## src/pis_pkg.sv

```systemverilog
package pis_pkg;

  localparam int PIS_GROUPS    = 17;
  localparam int PIS_LEVELS    = 16;
  localparam int PIS_EXT_LINES = 256;
  localparam int PIS_LINE_W    = 9;

  // condition flag layout
  localparam int FLG_LESS     = 0;
  localparam int FLG_OVF      = 1;
  localparam int FLG_CARRY    = 2;
  localparam int FLG_BUSY     = 3;
  localparam int FLG_ENABLE   = 4;
  localparam int FLG_ZERO     = 5;
  localparam int FLG_CONSOLE  = 8;

  localparam logic [15:0] FLAGS_RST = 16'h0000;
  localparam logic [15:0] IMASK_RST = 16'h0000;
  localparam logic [15:0] EMASK_RST = 16'h0000;
  localparam logic [15:0] GRPEN_RST = 16'h0000;

  // internal line numbers
  localparam logic [3:0] LINE_POWER  = 4'h0;
  localparam logic [3:0] LINE_PARITY = 4'h1;
  localparam logic [3:0] LINE_TAG    = 4'h3;

  // base of the per-line vector cells
  localparam logic [15:0] VEC_BASE = 16'h0010;

  typedef enum logic [1:0] {
    VK_LINK  = 2'b00,
    VK_EXEC  = 2'b01,
    VK_OTHER = 2'b10
  } pis_vkind_t;

  typedef enum logic [0:0] {
    ST_RUN = 1'b0,
    ST_VEC = 1'b1
  } pis_state_t;

endpackage

```

## src/pis_prio16.sv

```systemverilog
`timescale 1ns/100ps
`default_nettype none
module pis_prio16
(
  input  wire logic [15:0] req,
  output logic             any,
  output logic [3:0]       idx
);

  // level 0 is the highest priority
  always_comb
  begin
    any = |req;
    idx = 4'h0;
    for (int i = 15; i >= 0; i--)
    begin
      if (req[i])
      begin
        idx = 4'(i);
      end
    end
  end

endmodule
`default_nettype wire

```

## src/pis_scanner.sv

```systemverilog
`timescale 1ns/100ps
`default_nettype none
// What this block does
// watch 16 internal plus 256 external lines
// internal priority fixed, power failure highest
// group 0 internal, groups 1-16 external
// earlier group and lower level win
// sweep all groups at each cycle start
// in service, only higher priority interrupts
// break flow only at instruction boundary
// tag/parity on fetch interrupt before execute
// one enable flag gates whole system
// power failure ignores enable and masks
// two 16-bit masks, one recognises line
// masks loaded whole; groups 2-16 per group
// jump to fixed vector of winning line
// vector instruction itself cannot be interrupted
// link stores return address, handler follows
// execute runs target, counter kept unless jump
// other instruction runs, then resume program
// 16-bit flags updated every instruction end
// less, overflow sticky, carry, busy, enable, console
// true/complement tests, zero from sense tests
// flags stored and reloaded whole
// internal requests latched until serviced
// exactly one highest winner per boundary
module pis_scanner
  import pis_pkg::*;
(
  input  wire logic                     ref_clk,
  input  wire logic                     rstn,
  input  wire logic [15:0]              int_req,
  input  wire logic [PIS_EXT_LINES-1:0] ext_req,
  input  wire logic                     sweep_start,
  input  wire logic                     instr_done,
  input  wire logic                     fetch_fault,
  input  wire logic [15:0]              loc_counter,
  input  wire logic                     handler_return,
  input  wire logic                     load_flags_op,
  input  wire logic                     load_internal_mask_op,
  input  wire logic                     load_external_mask_op,
  input  wire logic                     status_function_line_op,
  input  wire logic [3:0]               sfl_group,
  input  wire logic                     sfl_enable,
  input  wire logic                     jump_set_enable_op,
  input  wire logic                     jump_reset_enable_op,
  input  wire logic                     link_reset_enable_op,
  input  wire logic [15:0]              op_data,
  input  wire logic                     acc_neg,
  input  wire logic                     acc_ovf,
  input  wire logic                     acc_carry,
  input  wire logic                     line_busy,
  input  wire logic                     result_zero,
  input  wire logic                     sense_test_op,
  input  wire logic                     sense_test_high,
  input  wire logic [7:0]               console_flags,
  input  wire logic [3:0]               flag_test_sel,
  input  wire logic                     flag_test_invert,
  input  wire logic                     vec_done,
  input  wire logic [1:0]               vec_kind,
  input  wire logic [15:0]              vec_target,
  input  wire logic                     vec_target_jump,
  input  wire logic [15:0]              vec_jump_addr,
  output logic                          int_take,
  output logic [15:0]                   int_vector,
  output logic [PIS_LINE_W-1:0]         int_line,
  output logic                          in_service,
  output logic                          vec_immune,
  output logic                          link_store,
  output logic [15:0]                   link_store_addr,
  output logic [15:0]                   link_store_data,
  output logic                          resume_valid,
  output logic [15:0]                   resume_addr,
  output logic [15:0]                   condition_flags,
  output logic [15:0]                   internal_line_mask,
  output logic [15:0]                   external_line_mask,
  output logic                          flag_test_true
);

  ////////////////////////////////////////////////////////////////////////////
  // masking and scan

  logic [15:0]            pend_r;
  logic [15:0]            pend_nxt;
  logic [15:0]            flags_r;
  logic [15:0]            flags_nxt;
  logic [15:0]            imask_r;
  logic [15:0]            imask_nxt;
  logic [15:0]            emask_r;
  logic [15:0]            emask_nxt;
  logic [15:0]            grpen_r;
  logic [15:0]            grpen_nxt;
  logic [PIS_GROUPS-1:0]  g_any;
  logic [3:0]             g_idx [PIS_GROUPS];
  logic [15:0]            g_req [PIS_GROUPS];
  logic                   scan_any;
  logic [PIS_LINE_W-1:0]  scan_line;
  logic                   ena;

  assign ena = flags_r[FLG_ENABLE];

  always_comb
  begin
    g_req[0] = pend_r & imask_r & {16{ena}};
    g_req[0][LINE_POWER] = pend_r[LINE_POWER];
    g_req[1] = ext_req[15:0] & emask_r & {16{ena}};
    for (int g = 2; g < PIS_GROUPS; g++)
    begin
      g_req[g] = ext_req[(g-1)*16 +: 16] & {16{ena & grpen_r[g-1]}};
    end
  end

  genvar gi;
  generate
    for (gi = 0; gi < PIS_GROUPS; gi++)
    begin : g_enc
      pis_prio16 u_enc
      (
        .req (g_req[gi]),
        .any (g_any[gi]),
        .idx (g_idx[gi])
      );
    end
  endgenerate

  // lowest group wins, so a single line is chosen
  always_comb
  begin
    scan_any  = |g_any;
    scan_line = '0;
    for (int g = PIS_GROUPS - 1; g >= 0; g--)
    begin
      if (g_any[g])
      begin
        scan_line = PIS_LINE_W'(g * 16) + PIS_LINE_W'(g_idx[g]);
      end
    end
  end

  ////////////////////////////////////////////////////////////////////////////
  // sequencing

  pis_state_t             state_r;
  pis_state_t             state_nxt;
  logic                   win_vld_r;
  logic                   win_vld_nxt;
  logic [PIS_LINE_W-1:0]  win_line_r;
  logic [PIS_LINE_W-1:0]  win_line_nxt;
  logic                   srv_r;
  logic                   srv_nxt;
  logic [PIS_LINE_W-1:0]  srv_line_r;
  logic [PIS_LINE_W-1:0]  srv_line_nxt;
  logic [15:0]            save_lc_r;
  logic [15:0]            save_lc_nxt;
  logic                   take_nxt;
  logic                   take_r;
  logic [15:0]            vec_nxt;
  logic [15:0]            vec_r;
  logic                   lst_nxt;
  logic                   lst_r;
  logic [15:0]            lsa_nxt;
  logic [15:0]            lsa_r;
  logic                   res_nxt;
  logic                   res_r;
  logic [15:0]            resa_nxt;
  logic [15:0]            resa_r;
  logic                   allowed;
  logic                   fetch_hit;
  logic                   take_now;

  // single nesting level: a lower handler is not remembered under a higher one
  assign allowed   = win_vld_r && (!srv_r || win_line_r < srv_line_r);
  assign fetch_hit = fetch_fault && allowed &&
                     (win_line_r == PIS_LINE_W'(LINE_PARITY) || win_line_r == PIS_LINE_W'(LINE_TAG));
  assign take_now  = (state_r == ST_RUN) && ((instr_done && allowed) || fetch_hit);

  always_comb
  begin
    state_nxt    = state_r;
    win_vld_nxt  = win_vld_r;
    win_line_nxt = win_line_r;
    srv_nxt      = srv_r;
    srv_line_nxt = srv_line_r;
    save_lc_nxt  = save_lc_r;
    take_nxt     = 1'b0;
    vec_nxt      = vec_r;
    lst_nxt      = 1'b0;
    lsa_nxt      = lsa_r;
    res_nxt      = 1'b0;
    resa_nxt     = resa_r;
    if (sweep_start)
    begin
      win_vld_nxt  = scan_any;
      win_line_nxt = scan_line;
    end
    if (handler_return)
    begin
      srv_nxt = 1'b0;
    end
    case (state_r)
      ST_RUN:
      begin
        if (take_now)
        begin
          take_nxt     = 1'b1;
          vec_nxt      = VEC_BASE + 16'(win_line_r);
          save_lc_nxt  = loc_counter;
          srv_nxt      = 1'b1;
          srv_line_nxt = win_line_r;
          win_vld_nxt  = 1'b0;
          state_nxt    = ST_VEC;
        end
      end
      ST_VEC:
      begin
        win_vld_nxt = 1'b0;
        if (vec_done)
        begin
          state_nxt = ST_RUN;
          res_nxt   = 1'b1;
          case (vec_kind)
            VK_LINK:
            begin
              lst_nxt  = 1'b1;
              lsa_nxt  = vec_target;
              resa_nxt = vec_target + 16'h0001;
            end
            VK_EXEC:
            begin
              resa_nxt = vec_target_jump ? vec_jump_addr : save_lc_r;
            end
            default:
            begin
              resa_nxt = save_lc_r;
            end
          endcase
        end
      end
      default:
      begin
        state_nxt = ST_RUN;
      end
    endcase
  end

  always_ff @(posedge ref_clk or negedge rstn)
  begin
    if (!rstn)
    begin
      state_r    <= ST_RUN;
      win_vld_r  <= 1'b0;
      win_line_r <= '0;
      srv_r      <= 1'b0;
      srv_line_r <= '0;
      save_lc_r  <= 16'h0000;
      take_r     <= 1'b0;
      vec_r      <= 16'h0000;
      lst_r      <= 1'b0;
      lsa_r      <= 16'h0000;
      res_r      <= 1'b0;
      resa_r     <= 16'h0000;
    end
    else
    begin
      state_r    <= state_nxt;
      win_vld_r  <= win_vld_nxt;
      win_line_r <= win_line_nxt;
      srv_r      <= srv_nxt;
      srv_line_r <= srv_line_nxt;
      save_lc_r  <= save_lc_nxt;
      take_r     <= take_nxt;
      vec_r      <= vec_nxt;
      lst_r      <= lst_nxt;
      lsa_r      <= lsa_nxt;
      res_r      <= res_nxt;
      resa_r     <= resa_nxt;
    end
  end

  ////////////////////////////////////////////////////////////////////////////
  // pending latches, masks and flags

  always_comb
  begin
    pend_nxt = pend_r;
    if (take_now && win_line_r < PIS_LINE_W'(PIS_LEVELS))
    begin
      pend_nxt[win_line_r[3:0]] = 1'b0;
    end
    pend_nxt = pend_nxt | int_req;
    imask_nxt = load_internal_mask_op ? op_data : imask_r;
    emask_nxt = load_external_mask_op ? op_data : emask_r;
    grpen_nxt = grpen_r;
    if (status_function_line_op && sfl_group != 4'h0)
    begin
      grpen_nxt[sfl_group] = sfl_enable;
    end
    flags_nxt = flags_r;
    if (instr_done)
    begin
      flags_nxt[FLG_LESS]  = acc_neg;
      flags_nxt[FLG_OVF]   = flags_r[FLG_OVF] | acc_ovf;
      flags_nxt[FLG_CARRY] = acc_carry;
      flags_nxt[FLG_BUSY]  = line_busy;
      flags_nxt[FLG_ZERO]  = sense_test_op ? sense_test_high : result_zero;
      flags_nxt[FLG_CONSOLE +: 8] = console_flags;
    end
    if (jump_set_enable_op)
    begin
      flags_nxt[FLG_ENABLE] = 1'b1;
    end
    if (jump_reset_enable_op || link_reset_enable_op)
    begin
      flags_nxt[FLG_ENABLE] = 1'b0;
    end
    if (load_flags_op)
    begin
      flags_nxt = op_data;
    end
  end

  always_ff @(posedge ref_clk or negedge rstn)
  begin
    if (!rstn)
    begin
      pend_r  <= 16'h0000;
      flags_r <= FLAGS_RST;
      imask_r <= IMASK_RST;
      emask_r <= EMASK_RST;
      grpen_r <= GRPEN_RST;
    end
    else
    begin
      pend_r  <= pend_nxt;
      flags_r <= flags_nxt;
      imask_r <= imask_nxt;
      emask_r <= emask_nxt;
      grpen_r <= grpen_nxt;
    end
  end

  ////////////////////////////////////////////////////////////////////////////
  // outputs

  assign int_take           = take_r;
  assign int_vector         = vec_r;
  assign int_line           = srv_line_r;
  assign in_service         = srv_r;
  assign vec_immune         = (state_r == ST_VEC);
  assign link_store         = lst_r;
  assign link_store_addr    = lsa_r;
  assign link_store_data    = save_lc_r;
  assign resume_valid       = res_r;
  assign resume_addr        = resa_r;
  assign condition_flags    = flags_r;
  assign internal_line_mask = imask_r;
  assign external_line_mask = emask_r;
  assign flag_test_true     = flags_r[flag_test_sel] ^ flag_test_invert;

endmodule
`default_nettype wire

```

## config.mk

```make
export PLATFORM = sky130hd
export DESIGN_NAME = pis_scanner
export DESIGN_NICKNAME = d
export VERILOG_FILES = /design/src/pis_pkg.sv /design/src/pis_prio16.sv /design/src/pis_scanner.sv
export SDC_FILE = /design/constraint.sdc
export NUM_CORES = 1
export LEC_CHECK = 0
export ABC_AREA = 0
export ABC_CLOCK_PERIOD_IN_PS = 4520
export BUFFER_PORTS_ARGS = -buffer_cell sky130_fd_sc_hd__buf_4
export CORE_AREA = 2 2 197 199
export DETAILED_ROUTE_END_ITERATION = 10
export DIE_AREA = 0 0 199 201
export PLACE_DENSITY_LB_ADDON = 0.3
export SKIP_CTS_REPAIR_TIMING = 1
export SLEW_MARGIN = 15
export SYNTH_ARGS = -nofsm -noshare
export SYNTH_HDL_FRONTEND = slang
export SYNTH_SLANG_ARGS = --single-unit
```

## constraint.sdc

```tcl
create_clock -name ref_clk -period 4.52 [get_ports ref_clk]
set_input_delay 0.226 -clock ref_clk [delete_from_list [all_inputs] [get_ports ref_clk]]
set_output_delay 0.226 -clock ref_clk [all_outputs]
set_load 0.05 [all_outputs]
```

==> impl_metrics.ini <==
[clocking]
cts-root-buf = clkbuf_16
htreeDepth = 4
cts_buffers = 17
cts_tree = done
clock_sinks = 157
clkLatencyLatePin_ns = 0.43
clk_pin_slew_ns = 0.07
cts_max_path_buffers = 2

[worst_setup_path]
worstSetupEndpointType = flop
crit_chain = inv_1 -> o21ai_0 -> nor3_1 -> and3_1 -> o2111ai_1 -> a41o_1 -> a21oi_1
required_ns = 4.88
worstPathArrival_ns = 3.48
ff2ff_path_depth = 7
crit_type = reg -> reg
crit_path_top_delay_cell = nor3_1
cp_slowest_stage_delay_ns = 0.63
start_kind = flop
crit_path_max_fanout = 16

[die]
die_y_um = 201
die_width_um = 199
fp-row-count = 72
start_util_pct = 29.2
ios = 505
die-area_um2 = 40000
core_um2 = 38100

[timing]
max_freq_ghz = 0.320
setup-tns-final_ns = 0
final_max_slew_viol_count = 0
fin_skew_ns = 0.0112
min_period_ns = 3.13
setup_violations = 0
holdWs_ns = 0.00812
finalHoldViolCount = 0
worst_pin_slew_ns = 0.832
grt_setup_unrepaired = no
relSlewSlack_pct = 43.8
setup_ws_ns = 1.39
fin_crit_sh_pct = 69.2

[logic_synthesis]
yosys.area.top_type = dfrtp_1
synthTopCellsByArea = dfrtp_1 35%, mux2_2 8.6%, nor2_1 6.6%
yosysSeqAreaShare_pct = 35.4
syn_inst = 1333
syn_area_um2 = 11100
yosysTopAreaCellShare_pct = 35.4
syn_area_per_cell_um2 = 8.34
ys.flop_type = dfrtp_1
synth_most_common_cell = nor2_1
synth_cell_types = 79
async_flop_share_pct = 100
yosys-top-cells-count = 195 x nor2_1, 157 x dfrtp_1, 123 x nand2_1
yosys_warnings = 0
synth_edf_count = 0
synth-seq-cells = 157

[global_route]
grtUsageTotal_pct = 22.2
grt_pass1_vias = 12100
grt_pass1_wl_um = 68500
antenna_found_initial = 0
grt_max_degree = 89
gr-total-overflow = 0

[drt]
avgViaCountPerCell = 5.24
remaining_drc_errors = 0
routedWlPerCell_um = 19.3
vias = 12300
ant_nets = 0
drt_iter0_drc = 711
first_pass_iters = 5
routed_wl_um = 45300

[final_layout]
finish.utilization_pct = 42.0
fillers = 3859
final_nets = 2209
area_delta_synth_final_pct = 44.2
layoutNonFillerInstCount = 2351
n_antenna_cell = 0
drive_gt1_share_pct = 35.4
stdcell_area_um2 = 16000

[power]
comb_power_share_pct = 48.5
p_int_mw = 3.76
p_sw_share_pct = 44.6
clkPwrFrac_pct = 21.4
switchingPower_mw = 3.03
ir_drop_mv = 0.239
power_mw = 6.79
p_per_area_nw_per_um2 = 424
p_seq_share_pct = 30.0
leakagePower_nw = 7.20

[placed_design]
io_buffers = 498
dp_slack_ns = 1.39
dp.cells = 2313
place_area_um2 = 15400
gp_congestion = 0.892
dpl.hpwl_um = 37700

[job]
drv_cap = 0

[min_path]
hold_class = in -> reg
min_path_cells = 2

[outcome]
status = finished, final reports clean
## worst max-delay path, delay by kind of cell (launching register included)
family / cells / cell delay (ns)
and+or+nand+nor: 2 / 1.12
DFF: 1 / 0.58
buffers and inverters: 1 / 0.44
AOI/OAI and AO/OA: 4 / 0.90
## cell families (layout without fill, tap and decap cells)
logic type,Yosys count,in the layout,synth area share [%]
adders and majority gates,11,11,1.24
and+or+nand+nor,529,529,23.0
DFF,157,157,35.4
other,1,6,0.0338
xor gates and xnor gates,18,18,1.42
buffers and inverters,116,611,4.31
AOI/OAI and AO/OA,399,399,24.0
muxes,102,102,10.7
## final timing paths
| kind | to | slack [ns] | start |
|---|---|---|---|
| max | win_line_r[0] | 1.39 | condition_flags[4] |
| min | pend_r[2] | 0.008 | int_req[2] |
| max reg2reg | win_line_r[0] | 1.39 | condition_flags[4] |
| min reg2reg | resume_addr[15] | 0.48 | resume_addr[15] |
| max in group asynchronous | grpen_r[6] | 2.99 | rstn |
| min in group asynchronous | condition_flags[10] | 0.41 | rstn |
## routing by layer
layer | GRT usage [%] | share of wire (%) | vias to the layer above
met3 | 4.28 | 5.7 | 52
li1 | - | - | 5946
met1 | 27.0 | 42 | 5879
met5 | 0 | 0 | -
met2 | 39.6 | 50 | 442
met4 | 5.94 | 2.0 | 0
## area by class of cell
| type | instances | area [µm²] | area share (%) |
|---|---|---|---|
| Tap cell | 518 | 648 | 4.05 |
| Inverter | 69 | 259 | 1.62 |
| Timing Repair Buffer | 510 | 3850 | 24.0 |
| Clock buffer | 20 | 447 | 2.79 |
| Multi-Input combinational cell | 1065 | 6750 | 42.1 |
| Clock inverter | 12 | 136 | 0.851 |
| Sequential cell | 157 | 3930 | 24.5 |
## power groups by stage
stage | Clock [mW] | Sequential [mW] | Combinational [mW]
2_1_floorplan | 0 | 3.03 | 1.05
3_3_place_gp | 0 | 2.06 | 3.28
3_5_place_dp | 0 | 2.07 | 3.31
4_1_cts | 1.50 | 2.04 | 3.32
5_1_grt | 1.55 | 2.09 | 3.51
6_report | 1.45 | 2.04 | 3.30
## placed cells by master, fill, tap and decap left out, drive strengths merged, types with 15 or more instances in the layout
cell type | netlist | routed
buf | 16 | 504
nor2 | 195 | 195
dfrtp | 157 | 157
nand2 | 124 | 124
a21oi | 98 | 98
mux2 | 85 | 85
o21ai | 76 | 76
inv | 69 | 72
nor3 | 44 | 44
nor4 | 43 | 43
nand3 | 33 | 33
o22ai | 27 | 27
a31oi | 25 | 25
o31ai | 21 | 21
clkbuf | 31 | 20
nand2b | 19 | 19
a21o | 16 | 16
nor2b | 15 | 15
a221oi | 15 | 15
## flip-flops by register name, summed over array words and instances (netlist names), 6 cells and up
register	count
condition_flags	16
external_line_mask	16
internal_line_mask	16
link_store_addr	16
link_store_data	16
pend_r	16
resume_addr	16
grpen_r	15
int_line	9
win_line_r	9
int_vector	6
Power figures use the tool's default switching activity.
